--- config.mk ---
export PLATFORM = sky130hd
export DESIGN_NAME = bdc_top
export DESIGN_NICKNAME = d
export VERILOG_FILES = /design/src/inc/bdc_pkg.sv /design/src/core/bdc_bus_watch.sv /design/src/core/bdc_timer.sv /design/src/core/bdc_top.sv
export VERILOG_INCLUDE_DIRS = /design/src /design/src/inc
export SDC_FILE = /design/constraint.sdc
export NUM_CORES = 1
export LEC_CHECK = 0
export ABC_AREA = 1
export BUFFER_PORTS_ARGS = -buffer_cell sky130_fd_sc_hd__buf_2
export CAP_MARGIN = 10
export CORE_MARGIN = 4
export CORE_UTILIZATION = 56
export CTS_BUF_LIST = sky130_fd_sc_hd__clkbuf_8
export CTS_CLUSTER_SIZE = 12
export DETAILED_ROUTE_END_ITERATION = 16
export PLACE_DENSITY = 0.78
export SLEW_MARGIN = 20
export SYNTH_ARGS = -nofsm -noshare
export SYNTH_HDL_FRONTEND = slang
export SYNTH_SLANG_ARGS = --single-unit
--- constraint.sdc ---
create_clock -name clk -period 2.5 [get_ports clk]
set_clock_uncertainty 0.2 [all_clocks]
set_input_delay 0.125 -clock clk [delete_from_list [all_inputs] [get_ports clk]]
set_output_delay 0.125 -clock clk [all_outputs]
set_load 0.1 [all_outputs]
--- src/inc/bdc_defines.svh ---
`ifndef BDC_DEFINES_SVH
`define BDC_DEFINES_SVH

// Configuration word field positions
`define BDC_F_RSVD       1:0
`define BDC_F_OPCTL      5:2
`define BDC_F_REF_LO     7:6
`define BDC_F_REF_HI     11:8
`define BDC_F_SIZE       14:12
`define BDC_F_BUFMODE    16:15
`define BDC_B_BUF_SHARED 16
`define BDC_B_ILV_DIS    17
`define BDC_B_ROW_HOLD   18
`define BDC_B_BW_DIS     19
`define BDC_B_CYC_EXT    20
`define BDC_F_BLOCK      31:21
`define BDC_F_RELOAD     55:32
`define BDC_F_TIMEOUT    60:56
`define BDC_B_FLT_LEVEL  61
`define BDC_B_FLT_EN     62
`define BDC_B_WD_RDY_EN  63
`define BDC_CFG_RESET    64'h0000_0000_0000_0000

// Configuration access decode on the word address (A31..A2)
`define BDC_A_SPACE      29:14
`define BDC_A_ID         13:11
`define BDC_A_BYTE       10:8
`define BDC_A_DATA       7:0
`define BDC_A_BLOCK      29:19
`define BDC_CFG_SPACE    16'hFF0F
`define BDC_BYTE_OPCTL   3'h0
`define BDC_BYTE_WATCH   3'h7

// Operation control codes, byte 0 bits 5..2
`define BDC_OP_NONE      4'h0
`define BDC_OP_IC_DIS    4'h4
`define BDC_OP_IC_EN     4'h6
`define BDC_OP_DC_DIS    4'h5
`define BDC_OP_DC_EN     4'h7
`define BDC_OP_TMR_ACK   4'h8
`define BDC_OP_TMR_LVL   4'hA
`define BDC_OP_TMR_OFF   4'hC
`define BDC_OP_TMR_EDGE  4'hE

// Timing counts in clocks
`define BDC_WAIT_FIRST   2'h2
`define BDC_WAIT_NIL     2'h1
`define BDC_WAIT_ILV_EXT 2'h1
`define BDC_RAS_LAST     2'h2
`define BDC_PRE_LAST     2'h1
`define BDC_LAST_BEAT    2'h3
`define BDC_REF_PRE_LAST 4'hF
`define BDC_PULSE_CLKS   2'h2
`define BDC_COL_X1       5'h09
`define BDC_COL_X4       5'h08
`define BDC_BLOCK_ONES   11'h7FF
`define BDC_ADDR_ONES    12'hFFF

`endif

--- src/inc/bdc_pkg.sv ---
`default_nettype none
package bdc_pkg;
  typedef enum logic [1:0] {BDC_TMR_OFF, BDC_TMR_LEVEL, BDC_TMR_EDGE} bdc_tmr_mode_t;
  typedef enum logic [2:0] {BDC_IDLE, BDC_CFG, BDC_ACC, BDC_PRE, BDC_REF_NOTE,
                            BDC_REF_RAS} bdc_state_t;
endpackage
`default_nettype wire

--- src/core/bdc_bus_watch.sv ---
`include "bdc_defines.svh"
`default_nettype none
module bdc_bus_watch (
  input  wire logic       clk,
  input  wire logic       rst,
  input  wire logic       den_act,
  input  wire logic [4:0] timeout,
  input  wire logic       rdy_en,
  input  wire logic       flt_en,
  input  wire logic       flt_level,
  input  wire logic       rd_clear,
  output logic            wd_ready,
  output logic            fault_n
);
  logic [4:0] cnt_r, cnt_nxt;
  logic       fired_r, fired_nxt, fire;
  logic [1:0] pulse_r, pulse_nxt;
  logic       lvl_r, lvl_nxt, rdy_nxt, fault_n_nxt;

  // Fires once per data phase that outlives the timeout; restarts when it ends
  always_comb begin
    fire = 1'b0;
    cnt_nxt = cnt_r;
    fired_nxt = fired_r;
    if (!den_act) begin
      cnt_nxt = 5'h00;
      fired_nxt = 1'b0;
    end else if (!fired_r) begin
      if (cnt_r == timeout) begin
        fire = 1'b1;
        fired_nxt = 1'b1;
      end else begin
        cnt_nxt = cnt_r + 5'h01;
      end
    end
    rdy_nxt = fire && rdy_en;
    pulse_nxt = (pulse_r != 2'h0) ? pulse_r - 2'h1 : 2'h0;
    if (fire && flt_en && !flt_level) begin
      pulse_nxt = `BDC_PULSE_CLKS;
    end
    // A new timeout wins over a clearing read in the same cycle
    lvl_nxt = (lvl_r && !rd_clear) || (fire && flt_en && flt_level);
    fault_n_nxt = !(lvl_nxt || pulse_nxt != 2'h0);
  end

  always_ff @(posedge clk) begin
    if (rst) begin
      cnt_r    <= 5'h00;
      fired_r  <= 1'b0;
      pulse_r  <= 2'h0;
      lvl_r    <= 1'b0;
      wd_ready <= 1'b0;
      fault_n  <= 1'b1;
    end else begin
      cnt_r    <= cnt_nxt;
      fired_r  <= fired_nxt;
      pulse_r  <= pulse_nxt;
      lvl_r    <= lvl_nxt;
      wd_ready <= rdy_nxt;
      fault_n  <= fault_n_nxt;
    end
  end
endmodule
`default_nettype wire

--- src/core/bdc_timer.sv ---
`include "bdc_defines.svh"
`default_nettype none
module bdc_timer (
  input  wire logic                  clk,
  input  wire logic                  rst,
  input  wire logic [23:0]           reload,
  input  wire bdc_pkg::bdc_tmr_mode_t mode,
  input  wire logic                  ack,
  output logic                       irq_n
);
  logic [23:0] cnt_r, cnt_nxt;
  logic [1:0]  pulse_r, pulse_nxt;
  logic        lvl_r, lvl_nxt, irq_n_nxt, tc;

  // Down counter; held at the reload value while off so enabling starts a full period
  always_comb begin
    tc = 1'b0;
    cnt_nxt = cnt_r - 24'h00_0001;
    if (mode == bdc_pkg::BDC_TMR_OFF) begin
      cnt_nxt = reload;
    end else if (cnt_r == 24'h00_0000) begin
      tc = 1'b1;
      cnt_nxt = reload;
    end
    pulse_nxt = (pulse_r != 2'h0) ? pulse_r - 2'h1 : 2'h0;
    if (tc && mode == bdc_pkg::BDC_TMR_EDGE) begin
      pulse_nxt = `BDC_PULSE_CLKS;
    end
    // Terminal count wins over an acknowledge in the same cycle
    lvl_nxt = lvl_r && !ack && mode == bdc_pkg::BDC_TMR_LEVEL;
    if (tc && mode == bdc_pkg::BDC_TMR_LEVEL) begin
      lvl_nxt = 1'b1;
    end
    irq_n_nxt = !(lvl_nxt || pulse_nxt != 2'h0);
  end

  always_ff @(posedge clk) begin
    if (rst) begin
      cnt_r   <= 24'h00_0000;
      pulse_r <= 2'h0;
      lvl_r   <= 1'b0;
      irq_n   <= 1'b1;
    end else begin
      cnt_r   <= cnt_nxt;
      pulse_r <= pulse_nxt;
      lvl_r   <= lvl_nxt;
      irq_n   <= irq_n_nxt;
    end
  end
endmodule
`default_nettype wire

--- src/core/bdc_top.sv ---
// Overview of operation
// - Respond only inside the programmed block, aligned to the block size.
// - Bit 20 clear gives three-clock RAS, set gives four clocks.
// - Interleaved bursts wait 2-0-0-0, or 3-0-1-0 with cycle extend.
// - Cycle extend adds one clock to RAS precharge.
// - Bit 19 set: request burst stop when a burst write starts.
// - Bit 18 set holds row address longer before switching to column.
// - Interleave bit one drives leaf A only; zero interleaves two leaves.
// - Non-interleaved bursts wait 2-1-1-1, or 3-2-2-2 with extend.
// - Buffer mode selects meaning of the two buffer control outputs.
// - Modes two and three output the leaf selected next clock.
// - Write latch outputs always latch write data; timing varies with mode.
// - Size code selects 2, 8, 32 or 128 MB, x1 or x4.
// - x4 codes address up to four banks sequentially within the block.
// - Refresh rate is clock divided by sixteen times value plus one.
// - Refresh waits for bursts; own accesses wait for refresh to end.
// - 24-bit timer reloads at terminal count, off after reset.
// - Edge mode drives a two-clock low timer interrupt pulse.
// - Level mode holds interrupt low until acknowledge code is written.
// - Bit 61 holds bus error until register 7 read, else pulse.
// - Byte 0 writes with control bits set keep the other fields.
// - Control codes steer page cache, timer acknowledge and timer mode.
`include "bdc_defines.svh"
`default_nettype none
module bdc_top (
  input  wire logic        clk,
  input  wire logic        rst,
  input  wire logic [29:0] proc_addr,
  input  wire logic        proc_ads_n,
  input  wire logic        proc_blast_n,
  input  wire logic        proc_w_r,
  input  wire logic [3:0]  proc_be_n,
  input  wire logic        proc_d_c,
  input  wire logic        proc_sup_n,
  input  wire logic        data_phase_active_in_n,
  input  wire logic [2:0]  chip_id,
  output logic             ready_n,
  output logic             burst_stop_request_n,
  output logic             bus_fault_out_n,
  output logic             timer_irq_n,
  output logic             refresh_n,
  output logic [11:0]      dram_addr_a,
  output logic [11:0]      dram_addr_b,
  output logic [3:0]       ras_a_n,
  output logic [3:0]       ras_b_n,
  output logic [3:0]       cas_a_n,
  output logic [3:0]       cas_b_n,
  output logic             mwe_a_n,
  output logic             mwe_b_n,
  output logic             leaf_a_output_drive_n,
  output logic             leaf_b_output_drive_n,
  output logic             leaf_a_write_latch_n,
  output logic             leaf_b_write_latch_n,
  output logic             open_row_cache_inst,
  output logic             open_row_cache_data
);
  // Mask of the block address bits that take part in the compare
  function automatic logic [10:0] blk_mask(input logic [1:0] n);
    blk_mask = `BDC_BLOCK_ONES << {n, 1'b0};
  endfunction

  // Wait states before the ready of a given burst beat
  function automatic logic [1:0] beat_wait(input logic [1:0] beat, input logic ilv,
                                           input logic ext);
    if (beat == 2'h0) begin
      beat_wait = `BDC_WAIT_FIRST + {1'b0, ext};
    end else if (ilv) begin
      beat_wait = (ext && beat == 2'h2) ? `BDC_WAIT_ILV_EXT : 2'h0;
    end else begin
      beat_wait = `BDC_WAIT_NIL + {1'b0, ext};
    end
  endfunction

  // Word address of a beat, wrapping inside the aligned four-word burst
  function automatic logic [29:0] beat_word(input logic [29:0] a, input logic [1:0] beat);
    beat_word = {a[29:2], a[1:0] + beat};
  endfunction

  // Two flops on every pin; the first stage feeds only the second
  logic [42:0] s1_r, s2_r;
  always_ff @(posedge clk) begin
    if (rst) begin
      s1_r <= {43{1'b1}};
      s2_r <= {43{1'b1}};
    end else begin
      s1_r <= {proc_addr, proc_ads_n, proc_blast_n, proc_w_r, proc_be_n, proc_d_c,
               proc_sup_n, data_phase_active_in_n, chip_id};
      s2_r <= s1_r;
    end
  end
  logic [29:0] s_addr;
  logic [3:0]  s_be_n;
  logic [2:0]  s_id;
  logic        s_ads_n, s_blast_n, s_w_r, s_d_c, s_sup_n, s_den_n;
  assign {s_addr, s_ads_n, s_blast_n, s_w_r, s_be_n, s_d_c, s_sup_n, s_den_n, s_id} = s2_r;

  // Configuration and request state
  logic [63:0] cfg_r, cfg_nxt;
  logic        conf_r, conf_nxt, ic_r, ic_nxt, dc_r, dc_nxt;
  bdc_pkg::bdc_tmr_mode_t tmr_r, tmr_nxt;
  bdc_pkg::bdc_state_t    state_r, state_nxt;
  logic [29:0] req_addr_r, req_addr_nxt;
  logic [3:0]  req_be_n_r, req_be_n_nxt;
  logic        req_wr_r, req_wr_nxt, req_burst_r, req_burst_nxt, req_cfg_r, req_cfg_nxt;
  logic        pend_r, pend_nxt, ref_pend_r, ref_pend_nxt;
  logic [1:0]  beat_r, beat_nxt, wcnt_r, wcnt_nxt;
  logic [3:0]  pre_r, pre_nxt;
  logic [5:0]  rcnt_r, rcnt_nxt;
  logic [11:0] ref_row_r, ref_row_nxt;
  logic        tmr_ack, rd_watch, rdy, stop, take, take_ref, last, wd_ready;
  logic [7:0]  wval;

  logic        ilv, ext, cfg_hit, mem_hit;
  logic [2:0]  size;
  assign size = cfg_r[`BDC_F_SIZE];
  assign ilv  = !cfg_r[`BDC_B_ILV_DIS];
  assign ext  = cfg_r[`BDC_B_CYC_EXT];
  assign cfg_hit = s_addr[`BDC_A_SPACE] == `BDC_CFG_SPACE && s_addr[`BDC_A_ID] == s_id
                   && !s_sup_n;
  // Low block bits are ignored, which forces alignment to the block size
  assign mem_hit = conf_r && ((s_addr[`BDC_A_BLOCK] ^ cfg_r[`BDC_F_BLOCK])
                   & blk_mask(size[1:0])) == 11'h000;

  // Configuration writes and the operation control codes
  always_comb begin
    cfg_nxt = cfg_r;
    conf_nxt = conf_r;
    ic_nxt = ic_r;
    dc_nxt = dc_r;
    tmr_nxt = tmr_r;
    tmr_ack = 1'b0;
    rd_watch = 1'b0;
    wval = req_addr_r[`BDC_A_DATA];
    if (state_r == bdc_pkg::BDC_CFG && !req_wr_r) begin
      rd_watch = req_addr_r[`BDC_A_BYTE] == `BDC_BYTE_WATCH;
    end else if (state_r == bdc_pkg::BDC_CFG && req_addr_r[`BDC_A_BYTE] != `BDC_BYTE_OPCTL) begin
      cfg_nxt[{req_addr_r[`BDC_A_BYTE], 3'h0} +: 8] = wval;
      conf_nxt = 1'b1;
    end else if (state_r == bdc_pkg::BDC_CFG) begin
      case (wval[`BDC_F_OPCTL])
        `BDC_OP_NONE: begin
          cfg_nxt[`BDC_F_RSVD]   = wval[`BDC_F_RSVD];
          cfg_nxt[`BDC_F_REF_LO] = wval[`BDC_F_REF_LO];
        end
        `BDC_OP_IC_DIS:   ic_nxt = 1'b0;
        `BDC_OP_IC_EN:    ic_nxt = 1'b1;
        `BDC_OP_DC_DIS:   dc_nxt = 1'b0;
        `BDC_OP_DC_EN:    dc_nxt = 1'b1;
        `BDC_OP_TMR_ACK:  tmr_ack = 1'b1;
        `BDC_OP_TMR_LVL:  tmr_nxt = bdc_pkg::BDC_TMR_LEVEL;
        `BDC_OP_TMR_OFF:  tmr_nxt = bdc_pkg::BDC_TMR_OFF;
        `BDC_OP_TMR_EDGE: tmr_nxt = bdc_pkg::BDC_TMR_EDGE;
        default: begin
        end
      endcase
    end
  end

  // Request capture; refresh pacing with prescale by sixteen
  always_comb begin
    req_addr_nxt = req_addr_r;
    req_be_n_nxt = req_be_n_r;
    req_wr_nxt = req_wr_r;
    req_burst_nxt = req_burst_r;
    req_cfg_nxt = req_cfg_r;
    if (!s_ads_n && (cfg_hit || mem_hit)) begin
      req_addr_nxt = s_addr;
      req_be_n_nxt = s_be_n;
      req_wr_nxt = s_w_r;
      req_burst_nxt = s_blast_n;
      req_cfg_nxt = cfg_hit;
    end
    // A new request wins over the take in the same cycle
    pend_nxt = (pend_r && !take) || (!s_ads_n && (cfg_hit || mem_hit));
    pre_nxt = pre_r + 4'h1;
    rcnt_nxt = rcnt_r;
    ref_pend_nxt = ref_pend_r && !take_ref;
    if (pre_r == `BDC_REF_PRE_LAST) begin
      if (rcnt_r == {cfg_r[`BDC_F_REF_HI], cfg_r[`BDC_F_REF_LO]}) begin
        rcnt_nxt = 6'h00;
        ref_pend_nxt = conf_r;
      end else begin
        rcnt_nxt = rcnt_r + 6'h01;
      end
    end
  end

  // Access sequencer: RAS, data beats, precharge, refresh
  always_comb begin
    state_nxt = state_r;
    beat_nxt = beat_r;
    wcnt_nxt = wcnt_r + 2'h1;
    ref_row_nxt = ref_row_r;
    rdy = 1'b0;
    stop = 1'b0;
    last = 1'b0;
    take = 1'b0;
    take_ref = 1'b0;
    unique case (state_r)
      bdc_pkg::BDC_IDLE: begin
        wcnt_nxt = 2'h0;
        beat_nxt = 2'h0;
        if (ref_pend_r) begin
          take_ref = 1'b1;
          state_nxt = bdc_pkg::BDC_REF_NOTE;
        end else if (pend_r) begin
          take = 1'b1;
          state_nxt = req_cfg_r ? bdc_pkg::BDC_CFG : bdc_pkg::BDC_ACC;
        end
      end
      bdc_pkg::BDC_CFG: begin
        rdy = 1'b1;
        state_nxt = bdc_pkg::BDC_IDLE;
      end
      bdc_pkg::BDC_ACC: begin
        if (wcnt_r == beat_wait(beat_r, ilv, ext)) begin
          rdy = 1'b1;
          stop = cfg_r[`BDC_B_BW_DIS] && req_wr_r && req_burst_r && beat_r == 2'h0;
          // Refresh is not looked at until the burst is over
          last = beat_r == `BDC_LAST_BEAT || !s_blast_n || !req_burst_r || stop;
          wcnt_nxt = 2'h0;
          beat_nxt = beat_r + 2'h1;
          if (last) begin
            state_nxt = bdc_pkg::BDC_PRE;
          end
        end
      end
      bdc_pkg::BDC_PRE: begin
        if (wcnt_r == `BDC_PRE_LAST + {1'b0, ext}) begin
          state_nxt = bdc_pkg::BDC_IDLE;
        end
      end
      bdc_pkg::BDC_REF_NOTE: begin
        wcnt_nxt = 2'h0;
        ref_row_nxt = ref_row_r + 12'h001;
        state_nxt = bdc_pkg::BDC_REF_RAS;
      end
      bdc_pkg::BDC_REF_RAS: begin
        if (wcnt_r == `BDC_RAS_LAST + {1'b0, ext}) begin
          wcnt_nxt = 2'h0;
          state_nxt = bdc_pkg::BDC_PRE;
        end
      end
    endcase
  end

  // DRAM address split for the current beat
  logic [29:0] word, wl;
  logic [4:0]  ncol;
  logic [11:0] amask, col, row;
  logic [1:0]  bank;
  logic        leaf, col_ph, in_acc, rd_beat, wr_beat;
  always_comb begin
    word = beat_word(req_addr_r, beat_r);
    leaf = ilv && word[0];
    wl = ilv ? {1'b0, word[29:1]} : word;
    ncol = (size[2] ? `BDC_COL_X4 : `BDC_COL_X1) + {2'h0, size[1:0], 1'b0};
    amask = ~(`BDC_ADDR_ONES << ncol);
    col = wl[11:0] & amask;
    row = 12'(wl >> ncol) & amask;
    bank = size[2] ? 2'(wl >> {ncol, 1'b0}) : 2'h0;
    in_acc = state_r == bdc_pkg::BDC_ACC;
    col_ph = in_acc && (beat_r != 2'h0
             || wcnt_r >= {1'b0, cfg_r[`BDC_B_ROW_HOLD]} + 2'h1);
    rd_beat = col_ph && !req_wr_r;
    wr_beat = col_ph && req_wr_r;
  end

  // Pin drive, registered so every data pin comes from a flop
  logic [11:0] addr_a_nxt, addr_b_nxt;
  logic [3:0]  ras_a_nxt, ras_b_nxt, cas_a_nxt, cas_b_nxt, lanes;
  logic        rdy_r, btrm_nxt, refn_nxt, mwe_a_nxt, mwe_b_nxt, b1_nxt, b2_nxt, la_nxt,
               lb_nxt, nleaf, short_le;
  always_comb begin
    lanes = ~req_be_n_r;
    addr_a_nxt = col_ph ? col : row;
    ras_a_nxt = 4'hF;
    ras_b_nxt = 4'hF;
    if (state_r == bdc_pkg::BDC_REF_RAS) begin
      addr_a_nxt = ref_row_r;
      ras_a_nxt = 4'h0;
      ras_b_nxt = ilv ? 4'h0 : 4'hF;
    end else if (in_acc) begin
      ras_a_nxt[bank] = 1'b0;
      ras_b_nxt[bank] = !ilv;
    end
    addr_b_nxt = ilv ? addr_a_nxt : 12'h000;
    cas_a_nxt = (col_ph && !leaf) ? ~lanes : 4'hF;
    cas_b_nxt = (col_ph && leaf) ? ~lanes : 4'hF;
    mwe_a_nxt = !(wr_beat && !leaf);
    mwe_b_nxt = !(wr_beat && leaf);
    btrm_nxt = !stop;
    refn_nxt = state_r != bdc_pkg::BDC_REF_NOTE;
    nleaf = ilv && (req_addr_r[0] ^ beat_nxt[0]);
    short_le = cfg_r[`BDC_B_BUF_SHARED]; // Modes 2 and 3 open the latch only on the ready clock
    la_nxt = !(wr_beat && !leaf && (!short_le || rdy));
    lb_nxt = !(wr_beat && leaf && (!short_le || rdy));
    unique case (cfg_r[`BDC_F_BUFMODE])
      2'h0: begin
        b1_nxt = !(rd_beat && !leaf);
        b2_nxt = !(rd_beat && leaf);
      end
      2'h1: begin
        b1_nxt = !(in_acc && !leaf);
        b2_nxt = !(in_acc && leaf);
      end
      2'h2: begin
        b1_nxt = !rd_beat;
        b2_nxt = nleaf;
      end
      2'h3: begin
        b1_nxt = !in_acc;
        b2_nxt = nleaf;
      end
    endcase
  end

  always_ff @(posedge clk) begin
    if (rst) begin
      cfg_r <= `BDC_CFG_RESET;
      {conf_r, ic_r, dc_r, pend_r, ref_pend_r, req_wr_r, req_burst_r, req_cfg_r} <= 8'h00;
      tmr_r <= bdc_pkg::BDC_TMR_OFF;
      state_r <= bdc_pkg::BDC_IDLE;
      req_addr_r <= 30'h0000_0000;
      req_be_n_r <= 4'hF;
      {beat_r, wcnt_r} <= 4'h0;
      {pre_r, rcnt_r} <= 10'h000;
      ref_row_r <= 12'h000;
      {dram_addr_a, dram_addr_b} <= 24'h00_0000;
      {ras_a_n, ras_b_n, cas_a_n, cas_b_n} <= 16'hFFFF;
      {rdy_r, burst_stop_request_n, refresh_n, mwe_a_n, mwe_b_n} <= 5'h0F;
      {leaf_a_output_drive_n, leaf_b_output_drive_n} <= 2'h3;
      {leaf_a_write_latch_n, leaf_b_write_latch_n} <= 2'h3;
    end else begin
      cfg_r <= cfg_nxt;
      {conf_r, ic_r, dc_r} <= {conf_nxt, ic_nxt, dc_nxt};
      {pend_r, ref_pend_r} <= {pend_nxt, ref_pend_nxt};
      {req_wr_r, req_burst_r, req_cfg_r} <= {req_wr_nxt, req_burst_nxt, req_cfg_nxt};
      tmr_r <= tmr_nxt;
      state_r <= state_nxt;
      req_addr_r <= req_addr_nxt;
      req_be_n_r <= req_be_n_nxt;
      {beat_r, wcnt_r} <= {beat_nxt, wcnt_nxt};
      {pre_r, rcnt_r} <= {pre_nxt, rcnt_nxt};
      ref_row_r <= ref_row_nxt;
      {dram_addr_a, dram_addr_b} <= {addr_a_nxt, addr_b_nxt};
      {ras_a_n, ras_b_n, cas_a_n, cas_b_n} <= {ras_a_nxt, ras_b_nxt, cas_a_nxt, cas_b_nxt};
      {rdy_r, burst_stop_request_n, refresh_n} <= {rdy, btrm_nxt, refn_nxt};
      {mwe_a_n, mwe_b_n} <= {mwe_a_nxt, mwe_b_nxt};
      {leaf_a_output_drive_n, leaf_b_output_drive_n} <= {b1_nxt, b2_nxt};
      {leaf_a_write_latch_n, leaf_b_write_latch_n} <= {la_nxt, lb_nxt};
    end
  end

  // Either the controller or a bus watch timeout may end the data phase
  assign ready_n = !(rdy_r || wd_ready);
  assign open_row_cache_inst = ic_r;
  assign open_row_cache_data = dc_r;

  bdc_timer u_timer (
    .clk    (clk),
    .rst    (rst),
    .reload (cfg_r[`BDC_F_RELOAD]),
    .mode   (tmr_r),
    .ack    (tmr_ack),
    .irq_n  (timer_irq_n)
  );

  bdc_bus_watch u_watch (
    .clk       (clk),
    .rst       (rst),
    .den_act   (!s_den_n),
    .timeout   (cfg_r[`BDC_F_TIMEOUT]),
    .rdy_en    (cfg_r[`BDC_B_WD_RDY_EN]),
    .flt_en    (cfg_r[`BDC_B_FLT_EN]),
    .flt_level (cfg_r[`BDC_B_FLT_LEVEL]),
    .rd_clear  (rd_watch),
    .wd_ready  (wd_ready),
    .fault_n   (bus_fault_out_n)
  );
endmodule
`default_nettype wire

==> flow_summary.json, run 1 <==
{
  "drive_above_1_share_pct": 18.8,
  "root_buffer": "clkbuf_8",
  "area_growth_pct": 17.5,
  "share_comb_of_total_power_pct": 2.7,
  "grt_max_degree": 102,
  "yosys.area.top_type_share_pct": 48.0,
  "dpl.hpwl_mm": 20.6,
  "rsz0062_at_grt": "false",
  "syn-cell-area_mm2": 0.0126,
  "worst_setup_path_end_kind": "flip-flop",
  "num_io_pins": 98,
  "synth_top_cell_by_area": "dfxtp_1",
  "synth_async_sr_flop_share_pct": 0,
  "nFillCells": 1841,
  "clk_latency_ns": 0.58,
  "ant_nets": 0,
  "syn_inst": 1625,
  "synth_ff_type": "dfxtp_1",
  "cp.required_ns": 2.79,
  "pwr-share-clk_pct": 45.6,
  "avgSynthCellArea_um2": 7.78,
  "holdCritPathClass": "input pin to flip-flop",
  "num_rows": 54,
  "synth_edf_count": 0,
  "core_area_mm2": 0.0220,
  "wirelength_mm": 30.6,
  "final_cell_mix": "303 x dfxtp_1, 283 x nand2_1, 159 x nor2_1",
  "status": "finished clean",
  "ys_types": 51,
  "drc": 0,
  "slew_headroom_pct": 52.1,
  "drt_pass1_iterations": 6,
  "grt_pass1_vias": 10500,
  "fmax_ghz": 0.428,
  "critical_path.max_stage_delay_ns": 0.40,
  "gr-total-overflow": 0,
  "io_buffers": 96,
  "start_util_pct": 57.4,
  "cp.arrival_ns": 2.63,
  "grt_pass1_wl_mm": 50.8,
  "cts_num_sinks": 303,
  "cts_max_level": 2,
  "ys_seq_elements": 303,
  "path_buf_inv": 3,
  "power_leakage_uw": 0.00641,
  "worst_setup_path_start_kind": "flip-flop",
  "path_delay_family": "adder cells",
  "track_usage_pct": 24.7,
  "antenna_found_initial": 0,
  "final_common_cell": "dfxtp_1",
  "worst_pin_slew_ns": 0.718,
  "fin_area_mm2": 0.0148,
  "p_int_uw": 7450,
  "path_max_fanout": 16,
  "swShare_pct": 21.7,
  "path_common_cell": "ha_1",
  "vias": 11000,
  "path_cells": "inv_1, ha_1, ha_1, inv_2, nor2_1, nand2_4, nor3_4, buf_4, o21ai_0, a21oi_1",
  "die_y_um": 158,
  "routedWlPerCell_um": 14.7,
  "hold_slack_ns": 0.0730,
  "vias_per_cell": 5.29,
  "die_x_um": 158,
  "critPathKind": "flip-flop to flip-flop",
  "cts_tree": "built",
  "drv_cap": 0,
  "clk_path_buf_depth": 3,
  "setup_viol": 0,
  "yosys-top-cells-area": "dfxtp_1 48%, nand2_1 8.4%, nand3_1 6.2%",
  "antennaDiodeCount": 0,
  "initialDrtViolationCount": 981,
  "fin_crit_ns": 2.34,
  "hold_viol": 0,
  "yosysSeqAreaShare_pct": 48.0,
  "numCtsBuffers": 47,
  "p_seq_share_pct": 51.8,
  "dpl_cell_area_mm2": 0.0134,
  "syn-num-nets": 1684,
  "yosysWarningCount": 0,
  "cp_slowest_cell": "dfxtp_1",
  "clk_pin_slew_ns": 0.06,
  "gp_congestion": 0.930,
  "nets": 1833,
  "ir_worst_vdd_mv": 0.507,
  "slew_violations": 0,
  "power.switching_uw": 2060,
  "p_per_area_mw_per_mm2": 640,
  "dieArea_mm2": 0.0250,
  "period_share_pct": 93.5,
  "fin_setup_tns_ns": 0
}
area by class of cell:
class	count	area, um2	area share, %
multi-input combinational	1111	5700	38.4
sequential	303	6070	40.9
clock buffer	61	840	5.65
tap	280	350	2.36
clock inverter	24	174	1.17
timing repair buffer	177	1210	8.16
inverter	134	503	3.39
synthesized netlist by cell type (4+ instances only):
library cell    n
dfxtp_1       303
nor2_1        159
buf_4           9
buf_2          21
xnor2_1        18
nor2_4          5
o21bai_1        4
a211oi_1        7
nor3_1         23
nand3_1       157
inv_1         123
inv_2           9
nor2_2          5
nand2_1       284
or2_2          92
xor2_1         26
clkbuf_1       40
ha_1           14
nand2_2         4
nand4_1         9
nor3b_1         4
a21oi_1       113
o211a_1        13
buf_1           5
o21ai_0       131
o31ai_1         4
flip-flops by register name, summed over array words and instances (netlist names), 5 cells and up:
| register | flops |
|---|---|
| ref_row_r | 12 |
| u_timer.cnt_r | 24 |
| rcnt_r | 6 |
| cfg_r | 58 |
| req_addr_r | 30 |
| u_watch.cnt_r | 5 |
| dram_addr_b | 12 |
| s1_r | 42 |
| s2_r | 42 |
| dram_addr_a | 12 |
cell families after synthesis:
logic type	count (synthesis)	synth area share (%)
compound gates	293	12.9
buf+inv	211	6.86
fa+ha+maj	14	1.39
simple gates	760	27.8
flops	303	48.0
xor+xnor	44	3.05
power groups by stage:
| stage | sequential [uW] | clock, uW | combinational (uW) |
|---|---|---|---|
| 5_1_grt | 4930 | 4640 | 280 |
| 6_report | 4920 | 4330 | 252 |
| 4_1_cts | 4920 | 4410 | 245 |
| 3_5_place_dp | 5030 | 0 | 193 |
| 3_3_place_gp | 5030 | 0 | 187 |
| 2_1_floorplan | 5020 | 0 | 131 |
worst reg2reg max path: stages (launching register included):
cell and delay, ns:
dfxtp_1 0.40, inv_1 0.09, ha_1 0.20, ha_1 0.32, inv_2 0.04, nor2_1 0.28
nand2_4 0.12, nor3_4 0.11, buf_4 0.25, o21ai_0 0.12, a21oi_1 0.15
per-stage QoR:
step	utilization [%]	total power (uW)	setup slack, ns	instances
floorplan	-	5150	0.120	1625
global placement	60.8	5210	0.202	1962
detailed placement	60.8	5220	0.148	1962
CTS	67.4	9580	0.138	2090
global route	67.4	9840	0.000995	2090
finish	67.4	9510	0.163	2090
worst paths after layout:
check	from	cells after the start	slack (ns)	end
worst max-delay path	req_addr_r[9]	10	0.16	cfg_r[19]
worst min-delay path	proc_be_n[3]	3	0.07	s1_r[9]
worst max register to register	req_addr_r[9]	10	0.16	cfg_r[19]
worst min register to register	s1_r[29]	1	0.20	s2_r[29]
routing by layer:
layer / track usage (%) / vias up / share of wire [%] / wire length [um]
met3: 4.46 / 66 / 7.5 / 2310
met5: 0 / - / 0 / 0
met1: 33.3 / 4991 / 44 / 13400
met2: 40.8 / 379 / 46 / 14200
met4: 7.23 / 0 / 2.4 / 748
li1: - / 5611 / - / -
repair_timing:
item,CTS,global route
hold endpoints to repair,65,0
buffers inserted,0,0
endpoints found under the setup margin,0,15
hold buffers,43,0
gates resized for setup,0,1
No activity file was read; power rests on OpenSTA's default activity.
==> inputs of run 2 (changes only) <==
--- a/config.mk
+++ b/config.mk
@@ -15,6 +15,7 @@
 export CTS_CLUSTER_SIZE = 12
 export DETAILED_ROUTE_END_ITERATION = 16
 export PLACE_DENSITY = 0.78
+export RECOVER_POWER = 100
 export SLEW_MARGIN = 20
 export SYNTH_ARGS = -nofsm -noshare
 export SYNTH_HDL_FRONTEND = slang
==> constraint.sdc (replaced) <==
create_clock -name clk -period 2.5 [get_ports clk]
set_clock_uncertainty 0.2 [all_clocks]
set_input_delay 0.125 -clock clk [delete_from_list [all_inputs] [get_ports clk]]
set_output_delay 0.125 -clock clk [all_outputs]
set_load 0.02 [all_outputs]
==> run 2 against run 1 <==
Effect of this change: final cell count did not move; combinational power barely moved; utilization fell by 0.44 points; register-to-register slack barely moved; sequential share of layout area rose by 0.27 points; worst hold slack improved by 0.0021 ns; first-iteration DRC count fell by 2.1%; via count barely moved.
==> flow_summary.json, run 2 (synthesis gave the netlist of run 1 again) <==
{
  "status": "finished clean",
  "antennaDiodeCount": 0,
  "cp.required_ns": 2.79,
  "grt_pass1_vias": 10500,
  "dieArea_mm2": 0.0250,
  "drc": 0,
  "setup_viol": 0,
  "drive_above_1_share_pct": 15.5,
  "fin_util_pct": 67.0,
  "ir_worst_vdd_mv": 0.506,
  "fin_crit_ns": 2.33,
  "slew_headroom_pct": 6.12,
  "rsz0062_at_grt": "false",
  "p_per_area_mw_per_mm2": 644,
  "dpl_cell_area_mm2": 0.0134,
  "largest_reg_flops": 58,
  "nets": 1833,
  "gr-total-overflow": 0,
  "wirelength_mm": 30.7,
  "holdCritPathClass": "input pin to flip-flop",
  "slew_violations": 0,
  "grt_max_degree": 102,
  "core_area_mm2": 0.0220,
  "cts_max_level": 2,
  "dp.cells": 1962,
  "grt_pass1_wl_mm": 50.8,
  "fmax_ghz": 0.429,
  "cts_num_sinks": 303,
  "path_max_fanout": 16,
  "root_buffer": "clkbuf_8",
  "die_x_um": 158,
  "top_regs": "cfg_r: 58 flops, s1_r: 42 flops, s2_r: 42 flops",
  "fin_area_mm2": 0.0148,
  "io_buffers": 96,
  "dpl.hpwl_mm": 20.6,
  "initialDrtViolationCount": 960,
  "top_register": "cfg_r",
  "power_leakage_uw": 0.00625,
  "r2r-end": "cfg_r[19]",
  "nFillCells": 1883,
  "routedWlPerCell_um": 14.7,
  "clk_latency_ns": 0.57,
  "vias": 11000,
  "final_cell_mix": "303 x dfxtp_1, 284 x nand2_1, 159 x nor2_1",
  "vias_per_cell": 5.29,
  "hold_slack_ns": 0.0751,
  "area_growth_pct": 16.8,
  "multiInputGateArea_mm2": 0.00570,
  "numCtsBuffers": 47,
  "critPathCapture": "cfg_r[19]",
  "cp.arrival_ns": 2.62,
  "die_y_um": 158,
  "critPathKind": "flip-flop to flip-flop",
  "cts_tree": "built",
  "worst_setup_path_start_kind": "flip-flop",
  "worst_setup_path_end_kind": "flip-flop",
  "startpoint": "req_addr_r[9]",
  "ant_nets": 0,
  "final_common_cell": "dfxtp_1",
  "period_share_pct": 93.3,
  "drv_cap": 0,
  "reg2reg_setup_slack_ns": 0.17,
  "drt_pass1_iterations": 6,
  "register_area_mm2": 0.00607,
  "num_io_pins": 98,
  "clk_path_buf_depth": 3,
  "post_cts_buffers": 0,
  "instances_no_fill": 2090,
  "num_rows": 54,
  "antenna_found_initial": 0,
  "hold_viol": 0,
  "fin_setup_tns_ns": 0,
  "clk_pin_slew_ns": 0.06,
  "start_util_pct": 57.4,
  "worst_pin_slew_ns": 1.41,
  "gp_congestion": 0.930,
  "r2r_cells": 10,
  "track_usage_pct": 24.7,
  "reg2reg_from": "req_addr_r[9]"
}
run 2: worst min path at each step:
stage | depth (start not counted) | slack [ns] | from | endpoint
finish | 3 | 0.08 | proc_be_n[3] | s1_r[9]
global route | 3 | 0.06 | proc_addr[19] | s1_r[32]
CTS | 3 | 0.04 | proc_sup_n | s1_r[4]
detailed placement | 2 | 0.11 | proc_sup_n | s1_r[4]
global placement | 2 | 0.11 | chip_id[1] | s1_r[1]
floorplan | 2 | 0.03 | rst | cas_a_n[0]
run 2: where the power goes:
group	leakage (uW)	internal, uW	switching (uW)
sequential	0.00246	4900	27.3
combinational	0.00322	132	120
clock	0.000567	2420	1910
total	0.00625	7440	2060
run 2: critical path: stages (launching register included):
cell and delay, ns:
dfxtp_1 0.40, inv_1 0.09, ha_1 0.20, ha_1 0.32, inv_2 0.04, nor2_1 0.28
nand2_4 0.11, nor3_4 0.11, buf_4 0.25, o21ai_0 0.12, a21oi_1 0.15
run 2: layout make-up:
cell class	count	area share [%]
flip-flops and latches	303	41.1
multi-input cells	1111	38.7
repair buffers	177	7.57
clock buffers	61	5.69
inverters	134	3.41
well taps	280	2.37
clock inverters	24	1.18
run 2: through the flow:
step / worst slack (ns) / total power (uW)
after floorplan: 0.120 / 5150
after global placement: 0.202 / 5210
after detailed placement: 0.148 / 5220
after CTS: 0.138 / 9580
after global routing: 0.000996 / 9840
final: 0.168 / 9500
run 2: repair_timing:
action / in CTS / in global routing
hold buffers: 43 / 0
setup endpoints to repair: 0 / 15
resized for setup: 0 / 1
hold endpoints to repair: 65 / 0
run 2: layer usage:
metal	vias up	global-route usage [%]	part of all wire, %
li1	5605	-	-
met1	4959	33.3	44
met2	424	40.8	46
met3	61	4.46	7.8
met4	0	7.23	2.4
met5	-	0	0
